[config.mk]
export PLATFORM = sky130hd
export DESIGN_NAME = rect_pins
export DESIGN_NICKNAME = d
export VERILOG_FILES = /design/src/design/rect_pins_pkg.sv /design/src/design/rect_pins.sv
export SDC_FILE = /design/constraint.sdc
export NUM_CORES = 1
export LEC_CHECK = 0
export BUFFER_PORTS_ARGS = -buffer_cell sky130_fd_sc_hd__buf_2
export CORE_MARGIN = 4
export CORE_UTILIZATION = 50
export CTS_CLUSTER_SIZE = 30
export DETAILED_ROUTE_END_ITERATION = 6
export GPL_ROUTABILITY_DRIVEN = 0
export PLACE_DENSITY_LB_ADDON = 0.08
export SYNTH_ARGS = -nofsm -noshare
export SYNTH_HDL_FRONTEND = slang
export SYNTH_SLANG_ARGS = --single-unit
[constraint.sdc]
create_clock -name clk_sys_in -period 6.2 [get_ports clk_sys_in]
set_clock_uncertainty 0.05 [all_clocks]
set_input_delay 0.62 -clock clk_sys_in [delete_from_list [all_inputs] [get_ports clk_sys_in]]
set_output_delay 0.62 -clock clk_sys_in [all_outputs]
set_load 0.02 [all_outputs]
[src/design/rect_pins_pkg.sv]
// constants for the rectifier control and status pin block
package rect_pins_pkg;
  localparam int ADDR_W = 8;
  localparam int DATA_W = 32;
  localparam int CODE_W = 12;
  localparam int MV_W   = 16;

  // register offsets (byte addresses)
  localparam logic [ADDR_W-1:0] REG_STATE    = 8'h00;
  localparam logic [ADDR_W-1:0] REG_IRQ_STAT = 8'h04;
  localparam logic [ADDR_W-1:0] REG_IRQ_MASK = 8'h08;
  localparam logic [ADDR_W-1:0] REG_SETPOINT = 8'h0C;
  localparam logic [ADDR_W-1:0] REG_ADDRESS  = 8'h10;

  // state register fields
  localparam int ST_OUT_ON   = 0;
  localparam int ST_SERIAL   = 1;
  localparam int ST_WP       = 2;
  localparam int ST_LINE_HI  = 3;
  localparam int ST_PFW      = 4;
  localparam int ST_FAULT    = 5;
  localparam int ST_SW_OVR   = 6;
  localparam int ST_ADDR_OK  = 7;
  localparam int ST_SETPT_LO = 16;

  // interrupt event bits
  localparam int EV_W       = 5;
  localparam int EV_OUT_CHG = 0;
  localparam int EV_PFW     = 1;
  localparam int EV_FAULT   = 2;
  localparam int EV_WP      = 3;
  localparam int EV_MODE    = 4;

  // address register fields
  localparam int AD_SLOT_LO = 0;
  localparam int AD_TIER_LO = 4;
  localparam int AD_BUS_LO  = 8;
  localparam int AD_BIT2    = 9;

  // analog thresholds as adc codes of a 0..3.3 V converter
  localparam logic [CODE_W-1:0] TRIM_OPEN_CODE = 12'hE8B; // 3.0 V
  localparam logic [CODE_W-1:0] WP_CODE        = 12'h4D9; // 1.0 V
  localparam int TIER_N = 8;
  localparam int SLOT_N = 4;
  // lower edges of tiers 1..7 (tier 8 is anything below)
  localparam logic [CODE_W-1:0] TIER_EDGE [TIER_N-1] = '{
    12'hE2A, 12'hC2D, 12'hA8F, 12'h86C, 12'h5B3, 12'h356, 12'h18D};
  // lower edges of slots 0..2 on the 10k pull-up divider
  localparam logic [CODE_W-1:0] SLOT_EDGE [SLOT_N-1] = '{
    12'hC00, 12'h800, 12'h400};

  // output setpoint in millivolts
  localparam logic [MV_W-1:0] SETPT_MIN_MV = 16'hABE0; // 44 V
  localparam logic [MV_W-1:0] SETPT_MAX_MV = 16'hE290; // 58 V
  localparam logic [MV_W-1:0] SETPT_DEF_MV = 16'hD2F0; // 54 V
  // 14 V span over the 0..3.0 V trim range, in 1/4096 mV per code
  localparam logic [MV_W-1:0] TRIM_SCALE   = 16'h3C2A;
  localparam int TRIM_SHIFT = 12;

  // timing
  localparam int CLK_MHZ    = 100;
  localparam int DEBOUNCE_US = 1000;
  localparam int SETTLE_US   = 10000;
  localparam int DEBOUNCE_CYC = DEBOUNCE_US * CLK_MHZ;
  localparam int SETTLE_CYC   = SETTLE_US * CLK_MHZ;
  localparam int CNT_W        = 24;
endpackage

[src/design/rect_pins.sv]
// control and status pin logic of a rectifier module
//
// Decided for this implementation: the placing of the registers and strobed register access.
`timescale 1ns/1ps
`default_nettype none
module rect_pins
  import rect_pins_pkg::*;
#(
  parameter int DEBOUNCE_CYCLES = DEBOUNCE_CYC,
  parameter int SETTLE_CYCLES   = SETTLE_CYC
) (
  input  wire logic              clk_sys_in,
  input  wire logic              rst_b_in,
  // register port
  input  wire logic [ADDR_W-1:0] reg_addr_in,
  input  wire logic [DATA_W-1:0] reg_wdata_in,
  input  wire logic              reg_wr_in,
  input  wire logic              reg_rd_in,
  output logic      [DATA_W-1:0] reg_rdata_out,
  output logic                   irq_out,
  // control pins
  input  wire logic              enable_n_in,
  input  wire logic              hotplug_n_in,
  input  wire logic              mode_low_in,
  input  wire logic              selector_reset_n_in,
  // digitised analog pins
  input  wire logic [CODE_W-1:0] trim_code_in,
  input  wire logic [CODE_W-1:0] sense_code_in,
  input  wire logic [CODE_W-1:0] slot_code_in,
  input  wire logic [CODE_W-1:0] tier_code_in,
  // power train status
  input  wire logic              line_high_in,
  input  wire logic              output_good_in,
  input  wire logic              decay_warn_in,
  input  wire logic              fan_fail_in,
  input  wire logic              ot_warn_in,
  input  wire logic              ot_shutdown_in,
  input  wire logic              ov_shutdown_in,
  input  wire logic              internal_fault_in,
  // outputs
  output logic                   output_on_out,
  output logic      [MV_W-1:0]   setpoint_mv_out,
  output logic                   serial_mode_out,
  output logic                   eeprom_wp_out,
  output logic                   selector_reset_out,
  output logic      [1:0]        slot_out,
  output logic      [2:0]        tier_out,
  output logic                   bus_tier_out,
  output logic                   bus_id_bit2_out,
  output logic                   addr_valid_out,
  output logic                   line_rating_out,
  output logic                   pfw_out,
  output logic                   fault_n_out
);

  localparam int NPIN = 3;
  localparam int PIN_EN = 0;
  localparam int PIN_HP = 1;
  localparam int PIN_MD = 2;

  // ---------------- pin synchronisers and debouncers
  logic [NPIN-1:0] pin_raw;
  logic [NPIN-1:0] pin_stable;
  assign pin_raw[PIN_EN] = enable_n_in;
  assign pin_raw[PIN_HP] = hotplug_n_in;
  assign pin_raw[PIN_MD] = mode_low_in;

  genvar gi;
  generate
    for (gi = 0; gi < NPIN; gi++) begin : g_pin
      logic             meta_q;
      logic             sync_q;
      logic             stab_q;
      logic             stab_d;
      logic [CNT_W-1:0] cnt_q;
      logic [CNT_W-1:0] cnt_d;
      always_comb begin
        stab_d = stab_q;
        cnt_d  = '0;
        if (sync_q != stab_q) begin
          if (cnt_q >= CNT_W'(DEBOUNCE_CYCLES - 1)) begin
            stab_d = sync_q;
          end else begin
            cnt_d = cnt_q + CNT_W'(1);
          end
        end
      end
      // pins idle high: released enable, open hot-plug, open mode pin
      always_ff @(posedge clk_sys_in or negedge rst_b_in) begin
        if (!rst_b_in) begin
          meta_q <= 1'b1;
          sync_q <= 1'b1;
          stab_q <= 1'b1;
          cnt_q  <= '0;
        end else begin
          meta_q <= pin_raw[gi];
          sync_q <= meta_q;
          stab_q <= stab_d;
          cnt_q  <= cnt_d;
        end
      end
      assign pin_stable[gi] = stab_q;
    end
  endgenerate

  // ---------------- output gating and mode
  logic serial_mode;
  logic out_on_d;
  logic out_on_q;
  // pulled low through 10k means serial link
  assign serial_mode = ~pin_stable[PIN_MD];
  always_comb begin
    // outside serial mode both pins must hold the output on; in serial mode the hot-plug pin alone
    // hot-plug pin gates in every mode
    out_on_d = ~pin_stable[PIN_HP] & (serial_mode | ~pin_stable[PIN_EN]);
  end

  // ---------------- setpoint
  logic [MV_W-1:0]          trim_mv;
  logic [CODE_W+MV_W-1:0]   trim_prod;
  logic [MV_W-1:0]          sw_mv_q;
  logic [MV_W-1:0]          sw_mv_d;
  logic                     sw_ovr_q;
  logic                     sw_ovr_d;
  logic [MV_W-1:0]          setpt_d;
  logic [MV_W-1:0]          wr_mv;
  logic                     wr_setpt;

  assign trim_prod = trim_code_in * TRIM_SCALE;
  assign wr_setpt  = reg_wr_in && (reg_addr_in == REG_SETPOINT);
  assign wr_mv     = reg_wdata_in[MV_W-1:0];

  always_comb begin
    // linear trim over the adjustment range
    trim_mv = SETPT_MIN_MV + MV_W'(trim_prod >> TRIM_SHIFT);
    // open or high trim gives default
    if (trim_code_in > TRIM_OPEN_CODE) begin
      trim_mv = SETPT_DEF_MV;
    end
    sw_mv_d  = sw_mv_q;
    sw_ovr_d = sw_ovr_q;
    if (wr_setpt) begin
      sw_ovr_d = 1'b1;
      if (wr_mv < SETPT_MIN_MV) begin
        sw_mv_d = SETPT_MIN_MV;
      end else if (wr_mv > SETPT_MAX_MV) begin
        sw_mv_d = SETPT_MAX_MV;
      end else begin
        sw_mv_d = wr_mv;
      end
    end
    setpt_d = sw_ovr_q ? sw_mv_q : trim_mv;
  end

  // ---------------- eeprom lock, selector reset, status pins
  logic wp_d;
  logic sel_rst_d;
  logic fault_d;
  logic pfw_d;
  logic line_d;
  always_comb begin
    // sense above 1 V locks eeprom
    wp_d      = sense_code_in > WP_CODE;
    // grounded reset pin resets the selector
    sel_rst_d = ~selector_reset_n_in;
    fault_d   = fan_fail_in | ot_warn_in | ot_shutdown_in | ov_shutdown_in
              | internal_fault_in;
    // warning drops ahead of output decay
    pfw_d     = out_on_q & output_good_in & ~decay_warn_in;
    line_d    = line_high_in;
  end

  // ---------------- tier and slot capture
  typedef enum logic [1:0] {
    CAP_WAIT = 2'b00,
    CAP_TAKE = 2'b01,
    CAP_HOLD = 2'b11
  } cap_state_t;

  cap_state_t       cap_q;
  cap_state_t       cap_d;
  logic [CNT_W-1:0] settle_q;
  logic [CNT_W-1:0] settle_d;
  logic [2:0]       tier_q;
  logic [2:0]       tier_d;
  logic [1:0]       slot_q;
  logic [1:0]       slot_d;
  logic [2:0]       tier_now;
  logic [1:0]       slot_now;

  always_comb begin
    // count edges the tier voltage lies below
    tier_now = '0;
    for (int i = 0; i < TIER_N - 1; i++) begin
      if (tier_code_in < TIER_EDGE[i]) begin
        tier_now = 3'(i + 1);
      end
    end
    // larger resistor keeps the pin nearer 3.3 V
    slot_now = '0;
    for (int j = 0; j < SLOT_N - 1; j++) begin
      if (slot_code_in < SLOT_EDGE[j]) begin
        slot_now = 2'(j + 1);
      end
    end
  end

  always_comb begin
    cap_d    = cap_q;
    settle_d = settle_q;
    tier_d   = tier_q;
    slot_d   = slot_q;
    // sample once after the settle time
    unique case (cap_q)
      CAP_WAIT: begin
        settle_d = settle_q + CNT_W'(1);
        if (settle_q >= CNT_W'(SETTLE_CYCLES - 1)) begin
          cap_d = CAP_TAKE;
        end
      end
      CAP_TAKE: begin
        tier_d = tier_now;
        slot_d = slot_now;
        cap_d  = CAP_HOLD;
      end
      CAP_HOLD: begin
        cap_d = CAP_HOLD;
      end
      default: begin
        cap_d = CAP_WAIT;
      end
    endcase
  end

  // ---------------- interrupt events
  logic [EV_W-1:0] ev;
  logic [EV_W-1:0] irq_stat_q;
  logic [EV_W-1:0] irq_stat_d;
  logic [EV_W-1:0] irq_mask_q;
  logic [EV_W-1:0] irq_mask_d;
  logic            mode_q;
  logic            wr_stat;
  logic            wr_mask;

  assign wr_stat = reg_wr_in && (reg_addr_in == REG_IRQ_STAT);
  assign wr_mask = reg_wr_in && (reg_addr_in == REG_IRQ_MASK);

  always_comb begin
    ev             = '0;
    ev[EV_OUT_CHG] = out_on_d != out_on_q;
    ev[EV_PFW]     = pfw_out & ~pfw_d;
    ev[EV_FAULT]   = fault_d & fault_n_out;
    ev[EV_WP]      = wp_d & ~eeprom_wp_out;
    ev[EV_MODE]    = serial_mode != mode_q;
    // set beats a simultaneous write-one clear
    irq_stat_d = irq_stat_q;
    if (wr_stat) begin
      irq_stat_d = irq_stat_q & ~reg_wdata_in[EV_W-1:0];
    end
    irq_stat_d = irq_stat_d | ev;
    irq_mask_d = wr_mask ? reg_wdata_in[EV_W-1:0] : irq_mask_q;
  end

  // ---------------- read data
  logic [DATA_W-1:0] rdata_d;
  always_comb begin
    rdata_d = '0;
    if (reg_rd_in) begin
      unique case (reg_addr_in)
        REG_STATE: begin
          rdata_d[ST_OUT_ON]  = out_on_q;
          rdata_d[ST_SERIAL]  = mode_q;
          rdata_d[ST_WP]      = eeprom_wp_out;
          rdata_d[ST_LINE_HI] = line_rating_out;
          rdata_d[ST_PFW]     = pfw_out;
          rdata_d[ST_FAULT]   = ~fault_n_out;
          rdata_d[ST_SW_OVR]  = sw_ovr_q;
          rdata_d[ST_ADDR_OK] = cap_q == CAP_HOLD;
          rdata_d[ST_SETPT_LO +: MV_W] = setpoint_mv_out;
        end
        REG_IRQ_STAT: rdata_d[EV_W-1:0] = irq_stat_q;
        REG_IRQ_MASK: rdata_d[EV_W-1:0] = irq_mask_q;
        REG_SETPOINT: rdata_d[MV_W-1:0] = sw_mv_q;
        REG_ADDRESS: begin
          rdata_d[AD_SLOT_LO +: 2] = slot_q;
          rdata_d[AD_TIER_LO +: 3] = tier_q;
          rdata_d[AD_BUS_LO]       = tier_q[0];
          rdata_d[AD_BIT2]         = tier_q[0];
        end
        default: rdata_d = '0;
      endcase
    end
  end

  // ---------------- registers
  // reset restores trim control and clears override
  always_ff @(posedge clk_sys_in or negedge rst_b_in) begin
    if (!rst_b_in) begin
      out_on_q           <= 1'b0;
      sw_mv_q            <= SETPT_DEF_MV;
      sw_ovr_q           <= 1'b0;
      setpoint_mv_out    <= SETPT_DEF_MV;
      eeprom_wp_out      <= 1'b0;
      selector_reset_out <= 1'b0;
      fault_n_out        <= 1'b1;
      pfw_out            <= 1'b0;
      line_rating_out    <= 1'b0;
      cap_q              <= CAP_WAIT;
      settle_q           <= '0;
      tier_q             <= '0;
      slot_q             <= '0;
      irq_stat_q         <= '0;
      irq_mask_q         <= '0;
      mode_q             <= 1'b0;
      reg_rdata_out      <= '0;
    end else begin
      out_on_q           <= out_on_d;
      sw_mv_q            <= sw_mv_d;
      sw_ovr_q           <= sw_ovr_d;
      setpoint_mv_out    <= setpt_d;
      eeprom_wp_out      <= wp_d;
      selector_reset_out <= sel_rst_d;
      fault_n_out        <= ~fault_d;
      pfw_out            <= pfw_d;
      line_rating_out    <= line_d;
      cap_q              <= cap_d;
      settle_q           <= settle_d;
      tier_q             <= tier_d;
      slot_q             <= slot_d;
      irq_stat_q         <= irq_stat_d;
      irq_mask_q         <= irq_mask_d;
      mode_q             <= serial_mode;
      reg_rdata_out      <= rdata_d;
    end
  end

  assign output_on_out   = out_on_q;
  assign serial_mode_out = mode_q;
  assign slot_out        = slot_q;
  assign tier_out        = tier_q;
  // odd tiers (index even) give bit2 zero
  assign bus_tier_out    = tier_q[0];
  assign bus_id_bit2_out = tier_q[0];
  assign addr_valid_out  = cap_q == CAP_HOLD;
  assign irq_out         = |(irq_stat_q & irq_mask_q);

endmodule
`default_nettype wire

Word level (Yosys, flattened, before mapping):

Index checks and enable logic that the tools add are counted.

* add/sub/neg operators: 5
* multipliers: 1
* divide/modulo/power cells: 0
* $lt $le $gt $ge: 18
* eq/ne operators: 12
* shifts and indexed selects: 0
* muxes and demuxes: 32
* bitwise logic cells: 24
* reductions and logical operators: 10

Operators with widths (number)
* $mux 24: 6
* $add 24x1->24 const B: 4
* $mux 16: 5
* $ge 24x17->1 const B: 3
* $lt 12x12->1 const B: 6
* $mux 32: 1
* $mul 12x13->25 const B: 1
* $ge 24x20->1 const B: 1
* $lt 12x11->1 const B: 2
* $mux 3: 6
* $add 16x14->16 const A: 1
* $eq 8x4->1 const B: 2
* $gt 16x16->1 const B: 1
* $lt 16x16->1 const B: 1
* $gt 12x11->1 const B: 1
* $gt 12x12->1 const B: 1
* $lt 12x10->1 const B: 1
* $lt 12x9->1 const B: 1
* $and 5x5->5: 2
* $pmux 2 s5: 1
* $not 1->1: 9
* $eq 8x3->1 const B: 1
* $eq 8x5->1 const B: 1
* $logic_not 8->1: 1
* 22 further kinds: 43

* register bits: 194
* bits in latches: 0
* bits in writable memories: 0
* bits in read-only memories: 0
* output and inout bits: 64
* memories: 0

Logic depth before layout (Yosys ltp):

Gate-level depths: netlist of run 1.

* depth in word-level cells: 8
* mapped depth: 19
* depth with buffers taken out: 19

Least setup slack after synthesis of run 1:

No wires, ideal clock.

* kind: input port to flip-flop
* start point: in trim_code_in[9]
* end point: reg setpoint_mv_out[13]
* library setup time: 126 ps
* arrival: 5446 ps
* required time: 6024 ps
* slack: 578 ps
* stages on the path: 19
* cell sequence: ha_1 -> inv_1 -> fa_1 -> inv_1 -> fa_1 -> fa_1 -> inv_1 -> fa_1 -> inv_1 -> ha_1 -> nand2_2 -> or4_4 -> a31oi_4 -> a41oi_1 -> xor2_1 -> ha_1 -> a31oi_1 -> o2111a_1 -> a221o_1

* word-level cells in the longest chain between the ends: 4
* elaborated cells on any way between the ends: 5
* those cells by class: add/sub (1); mul (1); order compare (1); mux (2)

Ends and longest elaborated chain
* start, declared: RTL line rect_pins.sv:27 `input wire logic [CODE_W-1:0] trim_code_in,`
* $mul 12x13->25: RTL line rect_pins.sv:129 `assign trim_prod = trim_code_in * TRIM_SCALE;`
* $add 16x14->16: RTL line rect_pins.sv:135 `trim_mv = SETPT_MIN_MV + MV_W'(trim_prod >> TRIM_SHIFT);`
* $mux 16 (*): RTL line rect_pins.sv:137 `if (trim_code_in > TRIM_OPEN_CODE) begin`
* $mux 16 (*): RTL line rect_pins.sv:152 `setpt_d = sw_ovr_q ? sw_mv_q : trim_mv;`
* net setpt_d[13]: RTL line rect_pins.sv:125 `logic [MV_W-1:0] setpt_d;`
* end signal, assigned: RTL line rect_pins.sv:320 `setpoint_mv_out <= setpt_d;`
* end, declared: RTL line rect_pins.sv:42 `output logic [MV_W-1:0] setpoint_mv_out,`

The timed path passes the listed nets; every way through them passes the cells marked *.
A chain may end at the register's enable or synchronous reset.

Worst setup path after layout of run 1:

* start point: in trim_code_in[3]
* end point: reg setpoint_mv_out[13]

The elaborated chain is that of the path after synthesis.

==> results of run 1 <==
final cells by class:
cell class | count | area [µm²] | share of cell area, %
well taps | 275 | 344 | 2.72
clock inverters | 15 | 151 | 1.20
flip-flops and latches | 194 | 4890 | 38.6
clock buffers | 17 | 425 | 3.36
multi-input cells | 764 | 5690 | 44.9
repair buffers | 149 | 777 | 6.14
inverters | 104 | 390 | 3.08
flip-flops by register name, summed over array words and instances (netlist names), 2 cells and up:
name / cells
irq_stat_q: 5
irq_mask_q: 5
g_pin.stab_q: 3
settle_q: 24
sw_mv_q: 16
setpoint_mv_out: 16
g_pin.meta_q: 3
slot_out: 2
g_pin.sync_q: 3
tier_out: 3
g_pin.cnt_q: 72
reg_rdata_out: 32
cap_q: 2
per-layer routing:
layer	vias up	track usage [%]	part of all wire (%)
met1	3800	27.3	46
met2	126	32.6	48
met5	-	0	0.27
li1	3947	-	-
met4	12	4.67	1.5
met3	37	4.49	4.5
critical path: cells and delay by family:
kind	cells	cell delay [ps]
buffers and inverters	3	260
adders and majority gates	6	2760
xor gates and xnor gates	1	350
AOI/OAI and AO/OA	6	1530
and+or+nand+nor	1	140
through the flow:
step / worst slack, ps / hold WS (ps)
after detailed placement: 312 / 300
final: 766 / 241
after CTS: 773 / 219
after global placement: 356 / 297
after floorplan: 578 / 274
after global routing: 461 / 223
layout by cell type, fill, tap and decap left out, types with 4 or more instances in the layout:
cell        synthesis  layout
buf_4               2       9
nand2_1            93      93
xor2_1             47      47
mux2_2              9       9
a22oi_1             4       4
a21oi_1            44      44
a21o_1             10      10
o211ai_1            5       5
and2_1              7       7
mux2i_1             6       6
xnor2_1            39      39
ha_1               91      91
conb_1              1      21
o21a_1              4       4
fa_1               35      35
nand2b_1            9       9
a41oi_1             6       6
nor4_1              9       9
nand3_1            27      27
dfrtp_1           168     168
nor2_1            101     101
inv_1             104     104
clkbuf_16           0      17
o21ai_0            30      30
nor2b_1            11      11
dfstp_2            26      26
and3_1             46      46
clkinvlp_4          0       4
nand4_1            17      17
a31oi_1             7       7
nor3_1             11      11
or3_1               6       6
a22o_1              8       8
or4_1               4       4
buf_2               0     139
cell families (layout without fill, tap and decap cells):
| logic type | Yosys count | in the layout |
|---|---|---|
| and+or+nand+nor | 357 | 357 |
| DFF | 194 | 194 |
| other | 1 | 21 |
| xor gates and xnor gates | 87 | 87 |
| muxes | 15 | 15 |
| AOI/OAI and AO/OA | 158 | 158 |
| adders and majority gates | 126 | 126 |
| buffers and inverters | 126 | 285 |
how the worst max path moves through the flow:
stage / start / end / slack (ps) / depth (start not counted)
after floorplan: trim_code_in[9] / setpoint_mv_out[13] / 580 / 19
after global placement: trim_code_in[9] / setpoint_mv_out[13] / 360 / 20
after detailed placement: trim_code_in[8] / setpoint_mv_out[13] / 310 / 19
after CTS: trim_code_in[8] / setpoint_mv_out[13] / 770 / 19
after global routing: trim_code_in[3] / setpoint_mv_out[13] / 460 / 17
final: trim_code_in[3] / setpoint_mv_out[13] / 770 / 17
power breakdown:
group          internal (W)  switching [W]  leakage (nW)
logic              0.000710        0.00104          3.54
registers           0.00138      0.0000460          2.48
clock network      0.000567       0.000494         0.272
==> flow_summary.toml, run 1 <==
[status]
status = "complete, no violations"

[critical_path]
r2r_end = "g_pin[0].cnt_q[10]"
r2r_start = "g_pin[0].cnt_q[0]"
required_ps = 6470
endpoint_kind = "flop"
cp_max_fo = 8
cp-start-kind = "input port"
cp_common_cell = "fa_1"
worstPathArrival_ps = 5700
crit_chain = "buf_2 > fa_1 > ha_1 > fa_1 > fa_1 > inv_1 > fa_1 > inv_1 > ha_1 > a21oi_1 > o21ai_0 > a22oi_1 > nand3b_1 > xnor2_1 > a31oi_1 > o2111a_1 > a221o_1"
r2r_slack_ps = 3720
cp_slowest_stage_delay_ps = 580
crit_type = "input port to flop"
rr_worst_depth = 9
crit_path_top_delay_cell = "fa_1"

[synthesis]
synth_compound_area_share_pct = 10.1
synth_edf_count = 0
yosysMostFrequentCell = "dfrtp_1"
synth_seq_area_share_pct = 44.5
yosys_register_bits = 194
synthSimpleGateAreaFrac_pct = 15.8
synth_top_family_by_area = "adder cells"
synthTopCellsByArea = "dfrtp_1 (38%), ha_1 (10%), fa_1 (6.4%), dfstp_2 (6.2%), xor2_1 (3.7%)"
muxShareOfSynthArea_pct = 1.47
synth_top_area_share_pct = 38.3
synthArstFlopShare_pct = 100
synth_top_cell_by_area = "dfrtp_1"
synth_flop_cell = "dfrtp_1"
syn_area_mm2 = 0.0110
synth-adder-area-share_pct = 16.8
ys.warnings.count = 0
synth_cell_types = 70
syn_inst = 1064
synth-xor-area-share_pct = 7.01
syn_area_per_cell_um2 = 10.3
yosys-top-cells-count = "dfrtp_1 (168), inv_1 (104), nor2_1 (101)"

[grt]
grt-ovfl-total = 0
grt_pass1_wl_mm = 38.8
track_usage_pct = 19.9
antenna_found_initial = 6
first_global_vias = 7847
grt_max_degree = 134

[cells_and_area]
antennaDiodeCount = 0
finish.utilization_pct = 59.5
design_area_mm2 = 0.0127
stdcell_count = 1518
fill_cells = 1882
syn2layout_area_growth_pct = 15.3
nets = 1460
drive_gt1_share_pct = 18.5

[timing]
fin_setup_tns_ps = 0
fin_crit_ps = 5430
slew_viol_final = 0
finalHoldViolations = 0
rsz0062_at_grt = "false"
post-route-period-util_pct = 87.6
fmax_mhz = 184
relSlewSlack_pct = 32.1
setup-violations-final = 0
tightest_slew_ps = 1020

[worst_hold_path]
min_from = "enable_n_in"
hold_path_class = "input port to flop"
min_to = "g_pin[0].meta_q"
holdPathStages = 1

[die]
die_h_um = 156
die_w_um = 156
core_mm2 = 0.0213
initial_core_util_pct = 51.6
rows = 53
io_pins = 168
die_area_mm2 = 0.0244

[routing]
viasPerCell = 5.22
ant_nets = 0
drc = 0
drt_iter0_drc = 382
drt_pass1_iterations = 5
vias = 7922
wl_per_cell_um = 15.4
postRouteWirelength_mm = 23.4

[pwr]
peakVddDrop_v = 0.000241
power_w = 0.00423
power.density_mw_per_mm2 = 334
total_leakage_power_nw = 6.29

[clock_network]
numCtsBuffers = 17
postCtsSetupBuffers = 0
h-tree-depth = 4
clock_latency_ps = 430
clk_pin_slew_ps = 70
postCtsHoldBufs = 0
tritoncts = "built"
root_buffer = "clkbuf_16"
cts_buffer_depth = 2
cts.sinks = 194
cts_resized = 0

[placement]
hpwl_mm = 18.2
place_area_mm2 = 0.0121
dp_cells = 1486
numPortBuffers = 140

[flow_run]
cap_violations = 0
Power figures use the tool's default switching activity.
==> run 2: changes to the inputs <==
--- a/config.mk
+++ b/config.mk
@@ -11,6 +11,7 @@
 export CTS_CLUSTER_SIZE = 30
 export DETAILED_ROUTE_END_ITERATION = 6
 export GPL_ROUTABILITY_DRIVEN = 0
+export GPL_TIMING_DRIVEN = 0
 export PLACE_DENSITY_LB_ADDON = 0.08
 export SYNTH_ARGS = -nofsm -noshare
 export SYNTH_HDL_FRONTEND = slang
==> run 2 against run 1 <==
Combinational power fell by 3%. Critical path depth grew 3. Cell count increased by 0.92%. Worst setup slack lost 470 ps. Worst hold slack worse by 42 ps. Largest cell class unchanged. Highest routed layer unchanged. Wire length up 0.82%. Sequential cell count did not move. Sequential share of layout area is 0.11 points lower. Register-to-register slack worse by 90 ps. Critical path type unchanged. Non-clock buffer count rose by 12. Clock power about the same.
==> flow_summary.toml, run 2 (same netlist as run 1, synthesis figures left out) <==
[status]
status = "complete, no violations"

[clock_network]
cts.sinks = 194
root_buffer = "clkbuf_16"
tritoncts = "built"
cts_resized = 0
postCtsSetupBuffers = 0
numCtsBuffers = 17
clock_latency_ps = 430
clk_pin_slew_ps = 70
h-tree-depth = 4
postCtsHoldBufs = 0
cts_buffer_depth = 2

[critical_path]
endpoint_kind = "flop"
r2r_end = "g_pin[1].cnt_q[10]"
cp_slowest_stage_delay_ps = 590
required_ps = 6460
rr_worst_depth = 9
r2r_slack_ps = 3630
cp-start-kind = "input port"
worstPathArrival_ps = 6160
critPathTopFamily = "adder cells"
crit_type = "input port to flop"
r2r_start = "g_pin[1].cnt_q[0]"
crit_chain = "buf_2 > ha_1 > inv_1 > fa_1 > inv_1 > fa_1 > fa_1 > inv_1 > fa_1 > inv_1 > ha_1 > nand2_2 > or4_4 > a31oi_4 > a41oi_1 > xor2_1 > ha_1 > a31oi_1 > o2111a_1 > a221o_1"
crit_path_top_delay_cell = "or4_4"
path_buf_inv = 5
cp_max_fo = 8

[cells_and_area]
syn2layout_area_growth_pct = 15.6
nets = 1472
top_register = "g_pin.cnt_q"
layout_common_cells = "dfrtp_1 (168), buf_2 (137), inv_1 (104), nor2_1 (101), nand2_1 (93)"
top_regs = "g_pin.cnt_q: 72 flops, reg_rdata_out: 32 flops, settle_q: 24 flops"
largest_reg_flops = 72
drive_gt1_share_pct = 17.7
finish.utilization_pct = 59.6
final_common_cell = "dfrtp_1"

[routing]
vias = 7930
viasPerCell = 5.18
drc = 0
wl_per_cell_um = 15.4
ant_nets = 0
postRouteWirelength_mm = 23.6
drt_iter0_drc = 339
drt_pass1_iterations = 5

[timing]
finalHoldViolations = 0
relSlewSlack_pct = 38.1
slew_viol_final = 0
fin_crit_ps = 5900
fin_setup_tns_ps = 0
post-route-period-util_pct = 95.2
tightest_slew_ps = 916
fmax_mhz = 169
rsz0062_at_grt = "false"
setup-violations-final = 0

[die]
rows = 53
io_pins = 168
die_h_um = 156
die_area_mm2 = 0.0244
die_w_um = 156
core_mm2 = 0.0213
initial_core_util_pct = 51.6

[pwr]
power.density_mw_per_mm2 = 327
peakVddDrop_v = 0.000225
power_w = 0.00415
total_leakage_power_nw = 6.28

[placement]
numPortBuffers = 138
hpwl_mm = 18.4

[worst_hold_path]
hold_path_class = "input port to async pin"

[grt]
track_usage_pct = 19.7
grt-ovfl-total = 0
grt_max_degree = 119
first_global_vias = 7704
antenna_found_initial = 6
grt_pass1_wl_mm = 38.4

[flow_run]
cap_violations = 0
## run 2: area by class of cell
class                   count  area, µm²
diodes                      2       5.00
repair buffers            139        728
multi-input cells         764       5690
clock inverters            14        126
well taps                 275        344
fillers                  1863       8590
clock buffers              18        439
flip-flops and latches    194       4890
inverters                 104        390
plain buffers              22       90.1
## run 2: how the worst max path moves through the flow
stage | slack (ps) | depth (start not counted) | from | to
CTS | 290 | 20 | trim_code_in[9] | setpoint_mv_out[13]
finish | 300 | 20 | trim_code_in[9] | setpoint_mv_out[13]
floorplan | 580 | 19 | trim_code_in[9] | setpoint_mv_out[13]
global route | 90 | 20 | trim_code_in[9] | setpoint_mv_out[13]
detailed placement | -160 | 20 | trim_code_in[9] | setpoint_mv_out[13]
global placement | -120 | 20 | trim_code_in[9] | setpoint_mv_out[13]
## run 2: where the power goes
part	total [W]	internal, W	switching [W]
Combinational	0.00169	0.000656	0.00103
Sequential	0.00143	0.00138	0.0000470
Clock	0.00103	0.000537	0.000496
Total	0.00415	0.00257	0.00158
## run 2: stage by stage
| step | setup slack [ps] | std cells | cell area [µm²] | hold slack [ps] |
|---|---|---|---|---|
| floorplan | 578 | 1084 | 11100 | 274 |
| global placement | -116 | 1497 | 12100 | 297 |
| detailed placement | -165 | 1498 | 12100 | 299 |
| CTS | 287 | 1530 | 12700 | 215 |
| global route | 91.4 | 1532 | 12700 | 211 |
| finish | 296 | 1532 | 12700 | 199 |
## run 2: layer usage
layer,track usage [%],part of all wire (%)
met5,0,0.18
met4,6.07,2.1
met3,4.58,4.7
met2,32.0,48
met1,26.5,45
==> run 3: changes to the inputs <==
--- a/config.mk
+++ b/config.mk
@@ -12,7 +12,8 @@
 export DETAILED_ROUTE_END_ITERATION = 6
 export GPL_ROUTABILITY_DRIVEN = 0
 export GPL_TIMING_DRIVEN = 0
-export PLACE_DENSITY_LB_ADDON = 0.08
+export PLACE_DENSITY_LB_ADDON = 0.25
+export REMOVE_ABC_BUFFERS = 1
 export SYNTH_ARGS = -nofsm -noshare
 export SYNTH_HDL_FRONTEND = slang
 export SYNTH_SLANG_ARGS = --single-unit
==> run 3 against run 2 <==
Core utilization about the same. First-iteration DRC count up 65%. Clock power up 16%. Sequential power about the same. Via count up 3.2%. Count of clock-buffer cells in the layout down 1. Register-to-register slack better by 100 ps. Sequential share of layout area about the same. Non-clock buffer count down 20. Sequential cell count unchanged. Critical path depth unchanged. Critical path type unchanged.
==> flow_summary.toml, run 3 (same netlist as run 1, synthesis figures left out) <==
[cells_and_area]
antennaDiodeCount = 0
final_common_cell = "dfrtp_1"
layout_common_cells = "dfrtp_1 (168), buf_2 (139), inv_1 (104), nor2_1 (100), nand2_1 (93)"
drive_gt1_share_pct = 18.1
syn2layout_area_growth_pct = 15.6
stdcell_count = 1510
largest_reg_flops = 72
nets = 1452
top_regs = "g_pin.cnt_q: 72 flops, reg_rdata_out: 32 flops, settle_q: 24 flops"
top_register = "g_pin.cnt_q"

[routing]
viasPerCell = 5.42
drt_pass1_iterations = 6
vias = 8184
postRouteWirelength_mm = 24.2
wl_per_cell_um = 16.0
drt_iter0_drc = 559
ant_nets = 0
drc = 0

[critical_path]
cp_max_fo = 8
r2r_slack_ps = 3730
crit_type = "input port to flop"
endpoint_kind = "flop"
r2r_end = "g_pin[0].cnt_q[14]"
rr_worst_depth = 9
cp-start-kind = "input port"
required_ps = 6470
worstPathArrival_ps = 6170
r2r_start = "g_pin[0].cnt_q[0]"

[grt]
track_usage_pct = 20.4
antenna_found_initial = 1
grt_pass1_wl_mm = 39.8
first_global_vias = 7990
grt-ovfl-total = 0
grt_max_degree = 114

[die]
die_w_um = 156
die_h_um = 156
io_pins = 168
core_mm2 = 0.0213
rows = 53
initial_core_util_pct = 51.6
die_area_mm2 = 0.0244

[pwr]
p_clk_share_pct = 27.7
total_leakage_power_nw = 6.31
swShare_pct = 36.7
p_int_w = 0.00273
pwr-share-seq_pct = 33.1
power.density_mw_per_mm2 = 340
p_comb_share_pct = 39.2
peakVddDrop_v = 0.000236
p_sw_w = 0.00158

[placement]
dp_cells = 1478
hpwl_mm = 18.5
numPortBuffers = 140
place_ws_ps = -88.3

[clock_network]
cts.sinks = 194
cts_buffer_depth = 2
clk_pin_slew_ps = 70
cts_resized = 0
h-tree-depth = 4
root_buffer = "clkbuf_16"
clock_latency_ps = 440
postCtsHoldBufs = 0
postCtsSetupBuffers = 0
tritoncts = "built"
numCtsBuffers = 17

[timing]
tightest_slew_ps = 1050
slew_viol_final = 0
relSlewSlack_pct = 29.3
fmax_mhz = 169
setup-violations-final = 0
fin_crit_ps = 5900
rsz0062_at_grt = "false"
finalHoldViolations = 0
fin_ws_ps = 297
post-route-period-util_pct = 95.2

[flow_run]
cap_violations = 0

[status]
status = "complete, no violations"

[worst_hold_path]
hold_path_class = "input port to async pin"
[run 3: cell count changes in the layout (fill, tap and decap cells not counted), sizes merged]
cell      previous run  this run
inv                108       113
diode                2         0
clkinv               7         2
bufinv               0         4
clkbuf              38        17
clkinvlp             3         0
[run 3: worst max-delay path: stages]
cell      delay, ps
buf_2           220
ha_1            210
inv_1            50
fa_1            480
inv_1            50
fa_1            500
fa_1            560
inv_1            60
fa_1            530
inv_1            40
ha_1            370
nand2_2          90
or4_4           590
a31oi_4         280
a41oi_1         180
xor2_1          340
ha_1            290
a31oi_1         160
o2111a_1        270
a221o_1         250
[run 3: final cells by class]
class                           count  area, µm²
Inverter                          104        390
Clock inverter                     15        214
Multi-Input combinational cell    764       5690
Clock buffer                       17        425
Sequential cell                   194       4890
Fill cell                        1803       8600
Tap cell                          275        344
Timing Repair Buffer              141        738
[run 3: how the worst max path moves through the flow]
stage | depth (start not counted) | start | endpoint | slack (ps)
2_1_floorplan | 19 | trim_code_in[9] | setpoint_mv_out[13] | 580
3_3_place_gp | 20 | trim_code_in[9] | setpoint_mv_out[13] | -90
3_5_place_dp | 20 | trim_code_in[9] | setpoint_mv_out[13] | -90
4_1_cts | 20 | trim_code_in[9] | setpoint_mv_out[13] | 330
5_1_grt | 20 | trim_code_in[9] | setpoint_mv_out[13] | 40
6_report | 20 | trim_code_in[9] | setpoint_mv_out[13] | 300
[run 3: per-stage QoR]
step / utilization [%] / setup TNS (ps) / total power [W] / cell area, µm² / hold WS [ps]
6_report: 59.6 / 0 / 0.00431 / 12700 / 107
5_1_grt: 59.6 / 0 / 0.00461 / 12700 / 150
4_1_cts: 59.6 / 0 / 0.00434 / 12700 / 134
3_5_place_dp: 56.6 / -88.3 / 0.00313 / 12000 / 300
3_3_place_gp: 56.4 / -90.4 / 0.00310 / 12000 / 297
2_1_floorplan: - / 0 / 0.00269 / 11000 / 274
[run 3: per-layer routing]
metal	wire [µm]	share of wire, %	vias to the layer above	GRT usage, %
met5	15	0.062	-	0
li1	-	-	3927	-
met2	11000	46	239	31.7
met1	11200	46	3997	29.4
met3	1630	6.7	19	4.58
met4	306	1.3	2	4.96
[run 3: power by group through the flow]
stage	combinational (W)	sequential (W)	clock, W
floorplan	0.00118	0.00150	0
detailed placement	0.00168	0.00145	0
finish	0.00169	0.00143	0.00119
global route	0.00191	0.00144	0.00127
CTS	0.00170	0.00143	0.00121
global placement	0.00165	0.00145	0
